`src/i2c_clear_bank_defines.vh`:
```
// Register map, field positions, reset values and bus answers of the flag clear bank
// Overview of operation
// (RQ1) Reading rx-overflow clear register clears raw status bit 1.
// (RQ2) Reading tx-overflow clear register clears raw status bit 3.
// (RQ3) Reading read-request clear register clears raw status bit 5.
// (RQ4) Reading tx-abort clear register clears bit 6 and the abort source register.
// (RQ5) Reading tx-abort clear register releases the transmit FIFO from flush/hold.
// (RQ6) Abort source bit 9 is kept when abort state is cleared by a read.
// (RQ7) Reading rx-done clear register clears raw status bit 7.
// (RQ8) Reading activity clear register clears activity flag only when bus is idle.
// (RQ9) While the bus is still active the activity flag stays set.
// (RQ10) Activity flag clears itself when disabled and bus is idle.
// (RQ11) Activity clear register reads back the activity flag, raw bit 8.
// (RQ12) Reading start-detect clear register clears raw status bit 10.
// (RQ13) Reading general-call clear register clears raw status bit 11.
// (RQ14) Combined clear read clears all software flags and abort source register.
// (RQ15) Reading rx-underflow clear register clears raw status bit 0.
// (RQ16) Disabling the controller flushes both transmit and receive FIFOs.
// (RQ17) Reading stop-detect clear register clears the stop-condition flag.
// (RQ18) Clear registers read zero in bits 15:1, clear on read, ignore writes.
`ifndef I2C_CLEAR_BANK_DEFINES_VH
`define I2C_CLEAR_BANK_DEFINES_VH

// Byte addresses of the registers
`define ADDR_COMBINED_CLR   32'h50001340
`define ADDR_RX_UNDER_CLR   32'h50001344
`define ADDR_RX_OVER_CLR    32'h50001348
`define ADDR_TX_OVER_CLR    32'h5000134c
`define ADDR_RD_REQ_CLR     32'h50001350
`define ADDR_TX_ABORT_CLR   32'h50001354
`define ADDR_RX_DONE_CLR    32'h50001358
`define ADDR_ACTIVITY_CLR   32'h5000135c
`define ADDR_STOP_CONDITION_FLAG_CLR   32'h50001360
`define ADDR_START_CONDITION_FLAG_CLR  32'h50001364
`define ADDR_GEN_CALL_CLR   32'h50001368
`define ADDR_ON_OFF         32'h5000136c
`define ADDR_ABORT_SOURCE   32'h50001380
`define ADDR_RAW_STATUS     32'h500013f0

// Raw interrupt status bit positions
`define BIT_RX_UNDER        0
`define BIT_RX_OVER         1
`define BIT_RX_FULL         2
`define BIT_TX_OVER         3
`define BIT_TX_EMPTY        4
`define BIT_RD_REQ          5
`define BIT_TX_ABORT        6
`define BIT_RX_DONE         7
`define BIT_ACTIVITY        8
`define BIT_STOP_CONDITION_FLAG        9
`define BIT_START_CONDITION_FLAG       10
`define BIT_GEN_CALL        11
`define NUM_FLAGS           12

// Flags cleared by the combined clear (activity handled apart)
`define SW_CLEAR_MASK       16'h0eeb
// Abort source bits that survive a clearing read
`define ABORT_KEEP_MASK     16'h0200

// Reset values
`define RST_RAW_STATUS      16'h0000
`define RST_ABORT_SOURCE    16'h0000
`define RST_ON_OFF          1'b0

// Bus answers
`define RESP_OKAY           2'h0
`define RESP_SLVERR         2'h2

`endif

```
`src/axi_lite_port.v`:
```
// AXI4-Lite slave front end turning bus transfers into register strobes
`timescale 1ns/1ps
`include "i2c_clear_bank_defines.vh"

module axi_lite_port (
  // Clock and reset
  input  wire        clock,
  input  wire        rst_n,
  // Write address and data
  input  wire        awvalid,
  output reg         awready,
  input  wire [31:0] awaddr,
  input  wire        wvalid,
  output reg         wready,
  input  wire [31:0] wdata,
  input  wire [3:0]  wstrb,
  // Write response
  output reg         bvalid,
  input  wire        bready,
  output reg  [1:0]  bresp,
  // Read address and data
  input  wire        arvalid,
  output reg         arready,
  input  wire [31:0] araddr,
  output reg         rvalid,
  input  wire        rready,
  output reg  [31:0] rdata,
  output reg  [1:0]  rresp,
  // Register side strobes
  output reg         regRd,
  output reg  [31:0] regRdAddr,
  input  wire [31:0] regRdData,
  input  wire        regRdErr,
  output reg         regWr,
  output reg  [31:0] regWrAddr,
  output reg  [31:0] regWrData,
  output reg  [3:0]  regWrStrb,
  input  wire        regWrErr
);

  reg awHave;
  reg wHave;

  // Read path: one read in flight, strobe one cycle after address taken
  always @(posedge clock) begin
    if (!rst_n) begin
      arready   <= 1'b1;
      regRd     <= 1'b0;
      regRdAddr <= 32'h00000000;
      rvalid    <= 1'b0;
      rdata     <= 32'h00000000;
      rresp     <= `RESP_OKAY;
    end else begin
      regRd <= 1'b0;
      if (arvalid && arready) begin
        arready   <= 1'b0;
        regRdAddr <= araddr;
        regRd     <= 1'b1;
      end
      if (regRd) begin
        rvalid <= 1'b1;
        rdata  <= regRdData;
        rresp  <= regRdErr ? `RESP_SLVERR : `RESP_OKAY;
      end
      if (rvalid && rready) begin
        rvalid  <= 1'b0;
        arready <= 1'b1;
      end
    end
  end

  // Write path: address and data in either order, then one strobe
  always @(posedge clock) begin
    if (!rst_n) begin
      awready   <= 1'b1;
      wready    <= 1'b1;
      awHave    <= 1'b0;
      wHave     <= 1'b0;
      regWr     <= 1'b0;
      regWrAddr <= 32'h00000000;
      regWrData <= 32'h00000000;
      regWrStrb <= 4'h0;
      bvalid    <= 1'b0;
      bresp     <= `RESP_OKAY;
    end else begin
      regWr <= 1'b0;
      if (awvalid && awready) begin
        awready   <= 1'b0;
        awHave    <= 1'b1;
        regWrAddr <= awaddr;
      end
      if (wvalid && wready) begin
        wready    <= 1'b0;
        wHave     <= 1'b1;
        regWrData <= wdata;
        regWrStrb <= wstrb;
      end
      if (awHave && wHave && !regWr && !bvalid) begin
        regWr <= 1'b1;
      end
      if (regWr) begin
        bvalid <= 1'b1;
        bresp  <= regWrErr ? `RESP_SLVERR : `RESP_OKAY;
        awHave <= 1'b0;
        wHave  <= 1'b0;
      end
      if (bvalid && bready) begin
        bvalid  <= 1'b0;
        awready <= 1'b1;
        wready  <= 1'b1;
      end
    end
  end

endmodule // axi_lite_port

```
`src/i2c_irq_clear_on_read_bank.v`:
```
// Read-to-clear interrupt flag bank with raw status, abort source and enable
`timescale 1ns/1ps
`include "i2c_clear_bank_defines.vh"

module i2c_irq_clear_on_read_bank #(
  parameter FLAG_COUNT = `NUM_FLAGS
) (
  // Clock and reset
  input  wire                  clock,
  input  wire                  rst_n,
  // AXI4-Lite write address and data
  input  wire                  awvalid,
  output wire                  awready,
  input  wire [31:0]           awaddr,
  input  wire                  wvalid,
  output wire                  wready,
  input  wire [31:0]           wdata,
  input  wire [3:0]            wstrb,
  // AXI4-Lite write response
  output wire                  bvalid,
  input  wire                  bready,
  output wire [1:0]            bresp,
  // AXI4-Lite read
  input  wire                  arvalid,
  output wire                  arready,
  input  wire [31:0]           araddr,
  output wire                  rvalid,
  input  wire                  rready,
  output wire [31:0]           rdata,
  output wire [1:0]            rresp,
  // Events and levels from the bus engine
  input  wire [FLAG_COUNT-1:0] flagEvent,
  input  wire                  busActive,
  input  wire [15:0]           abortCauseSet,
  // Status and control towards the controller
  output reg  [15:0]           rawIrqStatus_q,
  output reg  [15:0]           abortSource_q,
  output reg                   ctrlEnable_q,
  output reg                   txFifoFlush_q,
  output reg                   rxFifoFlush_q
);

  wire        regRd;
  wire [31:0] regRdAddr;
  wire        regWr;
  wire [31:0] regWrAddr;
  wire [31:0] regWrData;
  wire [3:0]  regWrStrb;
  reg  [31:0] rdMux;
  reg         rdErr;
  reg         wrErr;
  reg  [15:0] clrVec;
  reg         activityClr;
  reg         abortClr;
  reg         txHold_q;
  reg         txHold_d;
  reg  [15:0] abortSource_d;
  reg         activity_d;
  wire [15:0] rawNext;

  // Bus slave front end
  axi_lite_port uPort (
    .clock     (clock),
    .rst_n     (rst_n),
    .awvalid   (awvalid),
    .awready   (awready),
    .awaddr    (awaddr),
    .wvalid    (wvalid),
    .wready    (wready),
    .wdata     (wdata),
    .wstrb     (wstrb),
    .bvalid    (bvalid),
    .bready    (bready),
    .bresp     (bresp),
    .arvalid   (arvalid),
    .arready   (arready),
    .araddr    (araddr),
    .rvalid    (rvalid),
    .rready    (rready),
    .rdata     (rdata),
    .rresp     (rresp),
    .regRd     (regRd),
    .regRdAddr (regRdAddr),
    .regRdData (rdMux),
    .regRdErr  (rdErr),
    .regWr     (regWr),
    .regWrAddr (regWrAddr),
    .regWrData (regWrData),
    .regWrStrb (regWrStrb),
    .regWrErr  (wrErr)
  );

  // Clear strobes, raised only by a read access
  always @* begin
    clrVec      = 16'h0000;
    activityClr = 1'b0;
    abortClr    = 1'b0;
    if (regRd) begin
      case (regRdAddr)
        `ADDR_COMBINED_CLR: begin
          clrVec      = `SW_CLEAR_MASK; // RQ14
          activityClr = 1'b1; // RQ14
          abortClr    = 1'b1; // RQ14
        end
        `ADDR_RX_UNDER_CLR: begin
          clrVec[`BIT_RX_UNDER] = 1'b1; // RQ15
        end
        `ADDR_RX_OVER_CLR: begin
          clrVec[`BIT_RX_OVER] = 1'b1; // RQ1
        end
        `ADDR_TX_OVER_CLR: begin
          clrVec[`BIT_TX_OVER] = 1'b1; // RQ2
        end
        `ADDR_RD_REQ_CLR: begin
          clrVec[`BIT_RD_REQ] = 1'b1; // RQ3
        end
        `ADDR_TX_ABORT_CLR: begin
          clrVec[`BIT_TX_ABORT] = 1'b1; // RQ4
          abortClr              = 1'b1; // RQ4
        end
        `ADDR_RX_DONE_CLR: begin
          clrVec[`BIT_RX_DONE] = 1'b1; // RQ7
        end
        `ADDR_ACTIVITY_CLR: begin
          activityClr = 1'b1; // RQ8
        end
        `ADDR_STOP_CONDITION_FLAG_CLR: begin
          clrVec[`BIT_STOP_CONDITION_FLAG] = 1'b1; // RQ17
        end
        `ADDR_START_CONDITION_FLAG_CLR: begin
          clrVec[`BIT_START_CONDITION_FLAG] = 1'b1; // RQ12
        end
        `ADDR_GEN_CALL_CLR: begin
          clrVec[`BIT_GEN_CALL] = 1'b1; // RQ13
        end
        default: begin
          clrVec = 16'h0000;
        end
      endcase
    end
  end

  // Read data; value shown is the flag before this read clears it
  always @* begin
    rdMux = 32'h00000000;
    rdErr = 1'b0;
    case (regRdAddr)
      `ADDR_COMBINED_CLR:  rdMux[0] = |rawIrqStatus_q;
      `ADDR_RX_UNDER_CLR:  rdMux[0] = rawIrqStatus_q[`BIT_RX_UNDER];
      `ADDR_RX_OVER_CLR:   rdMux[0] = rawIrqStatus_q[`BIT_RX_OVER];
      `ADDR_TX_OVER_CLR:   rdMux[0] = rawIrqStatus_q[`BIT_TX_OVER];
      `ADDR_RD_REQ_CLR:    rdMux[0] = rawIrqStatus_q[`BIT_RD_REQ];
      `ADDR_TX_ABORT_CLR:  rdMux[0] = rawIrqStatus_q[`BIT_TX_ABORT];
      `ADDR_RX_DONE_CLR:   rdMux[0] = rawIrqStatus_q[`BIT_RX_DONE];
      `ADDR_ACTIVITY_CLR:  rdMux[0] = rawIrqStatus_q[`BIT_ACTIVITY]; // RQ11
      `ADDR_STOP_CONDITION_FLAG_CLR:  rdMux[0] = rawIrqStatus_q[`BIT_STOP_CONDITION_FLAG];
      `ADDR_START_CONDITION_FLAG_CLR: rdMux[0] = rawIrqStatus_q[`BIT_START_CONDITION_FLAG];
      `ADDR_GEN_CALL_CLR:  rdMux[0] = rawIrqStatus_q[`BIT_GEN_CALL]; // RQ18
      `ADDR_ON_OFF:        rdMux[0] = ctrlEnable_q;
      `ADDR_ABORT_SOURCE:  rdMux[15:0] = abortSource_q;
      `ADDR_RAW_STATUS:    rdMux[15:0] = rawIrqStatus_q;
      default:             rdErr = 1'b1;
    endcase
  end

  // Write decode: clear registers accept and ignore writes
  always @* begin
    case (regWrAddr)
      `ADDR_COMBINED_CLR, `ADDR_RX_UNDER_CLR, `ADDR_RX_OVER_CLR,
      `ADDR_TX_OVER_CLR, `ADDR_RD_REQ_CLR, `ADDR_TX_ABORT_CLR,
      `ADDR_RX_DONE_CLR, `ADDR_ACTIVITY_CLR, `ADDR_STOP_CONDITION_FLAG_CLR,
      `ADDR_START_CONDITION_FLAG_CLR, `ADDR_GEN_CALL_CLR, `ADDR_ON_OFF,
      `ADDR_ABORT_SOURCE, `ADDR_RAW_STATUS: wrErr = 1'b0; // RQ18
      default: wrErr = 1'b1;
    endcase
  end

  // Per-flag next value; an event in the clearing cycle wins
  genvar gi;
  generate
    for (gi = 0; gi < 16; gi = gi + 1) begin : gFlag
      if (gi >= FLAG_COUNT) begin : gUnused
        assign rawNext[gi] = 1'b0;
      end else if (gi == `BIT_RX_FULL || gi == `BIT_TX_EMPTY) begin : gLevel
        // Hardware-cleared levels follow the engine directly
        assign rawNext[gi] = flagEvent[gi];
      end else if (gi == `BIT_ACTIVITY) begin : gAct
        assign rawNext[gi] = activity_d;
      end else begin : gSticky
        assign rawNext[gi] = flagEvent[gi] | (rawIrqStatus_q[gi] & ~clrVec[gi]);
      end
    end
  endgenerate

  // Activity: busy bus dominates any clear, idle+disabled self-clears
  always @* begin
    activity_d = busActive | flagEvent[`BIT_ACTIVITY]; // RQ9
    if (rawIrqStatus_q[`BIT_ACTIVITY] && !activityClr && ctrlEnable_q) begin
      activity_d = 1'b1; // RQ8
    end
    if (!ctrlEnable_q && !busActive) begin
      activity_d = flagEvent[`BIT_ACTIVITY]; // RQ10
    end
  end

  // Abort source: cleared by read except the kept bit; new causes win
  always @* begin
    abortSource_d = abortSource_q;
    if (abortClr) begin
      abortSource_d = abortSource_q & `ABORT_KEEP_MASK; // RQ6
    end
    if (!ctrlEnable_q) begin
      abortSource_d = abortSource_d & ~`ABORT_KEEP_MASK;
    end
    abortSource_d = abortSource_d | abortCauseSet;
  end

  // Transmit hold after abort, released by the clearing read
  always @* begin
    txHold_d = txHold_q;
    if (abortClr) begin
      txHold_d = 1'b0; // RQ5
    end
    if (flagEvent[`BIT_TX_ABORT]) begin
      txHold_d = 1'b1;
    end
  end

  // State registers
  always @(posedge clock) begin
    if (!rst_n) begin
      rawIrqStatus_q <= `RST_RAW_STATUS;
      abortSource_q  <= `RST_ABORT_SOURCE;
      ctrlEnable_q   <= `RST_ON_OFF;
      txHold_q       <= 1'b0;
    end else begin
      rawIrqStatus_q <= rawNext; // RQ1
      abortSource_q  <= abortSource_d; // RQ4
      txHold_q       <= txHold_d;
      if (regWr && regWrAddr == `ADDR_ON_OFF && regWrStrb[0]) begin
        ctrlEnable_q <= regWrData[0];
      end
    end
  end

  // FIFO flush controls; a disabled controller keeps both FIFOs flushed
  always @(posedge clock) begin
    if (!rst_n) begin
      txFifoFlush_q <= 1'b1;
      rxFifoFlush_q <= 1'b1;
    end else begin
      txFifoFlush_q <= ~ctrlEnable_q | txHold_d; // RQ16
      rxFifoFlush_q <= ~ctrlEnable_q; // RQ16
    end
  end

endmodule // i2c_irq_clear_on_read_bank

```
`config.mk`:
```
export PLATFORM = sky130hd
export DESIGN_NAME = i2c_irq_clear_on_read_bank
export DESIGN_NICKNAME = d
export VERILOG_FILES = /design/src/axi_lite_port.v /design/src/i2c_irq_clear_on_read_bank.v
export VERILOG_INCLUDE_DIRS = /design/src
export SDC_FILE = /design/constraint.sdc
export NUM_CORES = 1
export LEC_CHECK = 0
export ABC_AREA = 1
export BUFFER_PORTS_ARGS = -buffer_cell sky130_fd_sc_hd__buf_4
export CAP_MARGIN = 25
export CORE_UTILIZATION = 35
export DETAILED_ROUTE_END_ITERATION = 8
export PLACE_DENSITY_LB_ADDON = 0.3
export SLEW_MARGIN = 10
export SYNTH_ARGS = -nofsm -noshare
export SYNTH_HDL_FRONTEND = slang
export SYNTH_SLANG_ARGS = --single-unit
```
`constraint.sdc`:
```
create_clock -name clock -period 3.1 [get_ports clock]
set_clock_uncertainty 0.1 [all_clocks]
set_input_delay 0.155 -clock clock [delete_from_list [all_inputs] [get_ports clock]]
set_output_delay 0.155 -clock clock [all_outputs]
set_load 0.005 [all_outputs]
```
==> flow_summary.ini <==
[setup_path]
slowest_cell_on_crit_path = sky130_fd_sc_hd__nor2_4
critical_path_peak_fanout = 26
worst-endpoint-arrival_ns = 2.29
sort_of_element_at_the_end_of_the_critical_path = flop
startpoint_type = flop
critical-path-max-stage-delay_ns = 0.47
cp.required_ns = 3.28
cp_cell_sequence = inv_1 -> nand2_1 -> nor2_2 -> nand2_2 -> nor2_4 -> o21a_2 -> nand2_4 -> a21oi_1 -> nand3_1
timing_worst_setup_path_type = reg -> reg

[clock_tree]
clk_pin_slew_worst_paths_ns = 0.06
cts_htree_levels = 4
cts_tree = yes
root_buffer = sky130_fd_sc_hd__clkbuf_16
cts-root-to-sink-buffers = 2
cts-buffers-inserted = 17
cts_num_sinks = 125
clk_latency_ns = 0.42

[yosys]
post_synth_num_cell_types = 32
synth.yosys.seq_area_share_pct = 46.7
warning_count_from_the_yosys_run = 0
post_synth.cell_area_avg_um2 = 7.52
post_synth_inst_count = 712
post_synthesis_cell_type_with_the_largest_combined_area = sky130_fd_sc_hd__dfxtp_1
syn_area_um2 = 5350
synthTopCellsByArea = sky130_fd_sc_hd__dfxtp_1 47%, sky130_fd_sc_hd__o21ai_0 8.6%, sky130_fd_sc_hd__nor2_1 8.6%
netlist.area_leader.share_pct = 46.7
postSynthRegisterBits = 125

[sta]
hold_ws_ns = 0.0248
fin_setup_tns_ns = 0
tightestPinTransition_ns = 0.621
period_share_pct = 68.2
rsz0062_at_grt = false
max_freq_mhz = 473
setup_violations = 0
layout_min_cycle_time_ns = 2.11
finalHoldViolCount = 0
drv_slew = 0
slew_headroom_pct = 58.6

[global_routing]
global_route.usage.total_pct = 19.6
number_of_antenna_violations_at_the_first_check_in_global_routing = 0
via_count_of_the_first_global_routing_pass = 5015
first_pass_grt_wire_length_um = 24400
grt_overflow_total = 0
largest_net_degree_at_the_start_of_global_routing = 63

[floorplanning]
core_area_um2 = 14800
floorplan.rows = 44
fp.dieW_um = 126
initial_utilization_pct = 36.3
count_of_boundary_i_o_pins = 212
die-height_um = 126
die_area_um2 = 15800

[status]
violations = DRC
status = finished with violations

[finish]
filler_cell_count = 1358
syn_to_final_growth_pct = 52.2
antennaDiodeCount = 0
drive_above_1_share_pct = 24.7
seqCellArea_um2 = 2500
finish.net_count = 1091
total_area_of_multi_input_combinational_cells_um2 = 2330

[pwr]
finalPower_uw = 4490
pwr-share-clk_pct = 46.1
p_switching_uw = 1090
internal_power_uw = 3400
power_per_cell_area_nw_per_um2 = 551
power_frac_comb_pct = 13.6
ir_drop_mv = 0.439
seqPwrFrac_pct = 40.3
leakage_uw = 0.00367
swShare_pct = 24.3

[routing]
vias_per_cell = 4.62
ant_nets = 0
detailedRoute.firstPassIterationCount = 6
route.detailed.wl_per_inst_um = 12.9
dr_total_vias = 5313
drtIter0Drc = 313
wirelength_um = 14900
drc = 7

[placement]
i_o_buffers = 155
place_hpwl_um = 9730
gp_congestion = 0.812

[hold_path]
worst_hold_path_type = in -> reg

[job]
max_cap_violations = 0
==> synthesized netlist by cell type, drive strengths merged <==
cell	n
inv	71
dfxtp	125
nor2	134
nand2	96
o211ai	19
a21oi	70
o21a	4
a221o	1
and2	2
nand3	24
o21ai	95
nor4	4
nand3b	2
buf	31
o221ai	1
nor3	4
nand4	3
conb	1
clkbuf	25
==> cells by family after synthesis <==
kind of cell	count (synthesis)	synth area share (%)
buffers and inverters	127	11.2
DFF	125	46.7
and+or+nand+nor	269	22.0
other	1	0.0700
AOI/OAI and AO/OA	190	20.0
==> path summary, 6_finish.rpt <==
path	from	end	slack, ns	cells after the start
setup reg to reg	uPort.regRdAddr[27]	txFifoFlush_q	0.99	9
hold reg to reg	uPort.awHave	uPort.regWr	0.35	2
setup / recovery	uPort.regRdAddr[27]	txFifoFlush_q	0.99	9
hold / removal	rst_n	uPort.regRdAddr[24]	0.02	3
==> routing by layer <==
layer	vias up	GRT usage, %	share of wire (%)
met5	-	0	0
met4	0	7.32	1.6
met3	19	5.48	4.9
met2	152	32.4	49
met1	2380	24.3	45
li1	2762	-	-
==> metrics by stage <==
step / cells / utilization, % / cell area, µm² / setup slack (ns)
6_report: 1151 / 55.2 / 8150 / 0.986
5_1_grt: 1151 / 55.2 / 8150 / 0.774
4_1_cts: 1150 / 55.1 / 8130 / 0.983
3_5_place_dp: 1021 / 44.3 / 6530 / 0.980
3_3_place_gp: 1021 / 44.3 / 6530 / 0.973
2_1_floorplan: 733 / - / 5430 / 1.54
==> registers in the layout, indices dropped and copies added (netlist names), 12 cells and up <==
name             count
abortSource_q       16
uPort.regWrAddr     32
rawIrqStatus_q      12
uPort.rdata         16
uPort.regRdAddr     32
==> power groups by stage <==
stage          logic, µW  clock network (µW)  registers [µW]
6_report             611                2070            1810
5_1_grt              682                2190            1830
4_1_cts              608                2120            1810
3_5_place_dp         506                   0            1840
3_3_place_gp         499                   0            1840
2_1_floorplan        299                   0            1830
==> critical path, delay by kind of cell, from the launching register on <==
kind	cells	cell delay, ns
AO/OA/AOI/OAI	2	0.51
buffers and inverters	1	0.07
flip-flops	1	0.29
AND/OR/NAND/NOR	6	0.99
==> area by class of cell <==
type	instances	share of cell area (%)
sequential	125	30.7
timing repair buffer	259	27.0
clock buffer	18	5.27
inverter	71	3.27
clock inverter	13	2.33
tap	184	2.83
multi-input combinational	481	28.6
==> layout by cell type, fill, tap and decap left out, types with 4 or more instances in the layout <==
master and instances:
sky130_fd_sc_hd__nor4_1 4, sky130_fd_sc_hd__dfxtp_1 125, sky130_fd_sc_hd__nor2_2 8, sky130_fd_sc_hd__a21oi_1 60
sky130_fd_sc_hd__dlygate4sd3_1 98, sky130_fd_sc_hd__a21oi_2 10, sky130_fd_sc_hd__inv_1 61, sky130_fd_sc_hd__o211ai_1 16
sky130_fd_sc_hd__nand2_1 85, sky130_fd_sc_hd__nor2_1 122, sky130_fd_sc_hd__buf_4 160, sky130_fd_sc_hd__bufinv_16 4
sky130_fd_sc_hd__inv_2 10, sky130_fd_sc_hd__conb_1 22, sky130_fd_sc_hd__clkinvlp_4 4, sky130_fd_sc_hd__nor2_4 4
sky130_fd_sc_hd__nand3_1 24, sky130_fd_sc_hd__nand2_2 8, sky130_fd_sc_hd__o21ai_0 92, sky130_fd_sc_hd__clkbuf_16 17
==> timing repair <==
item	in CTS	in global routing
endpoints found under the hold margin	102	0
resized for setup	0	0
hold buffers	98	0
buffers inserted	0	0
setup endpoints to repair	0	0
Note: power is estimated with default switching activity, not from simulation.
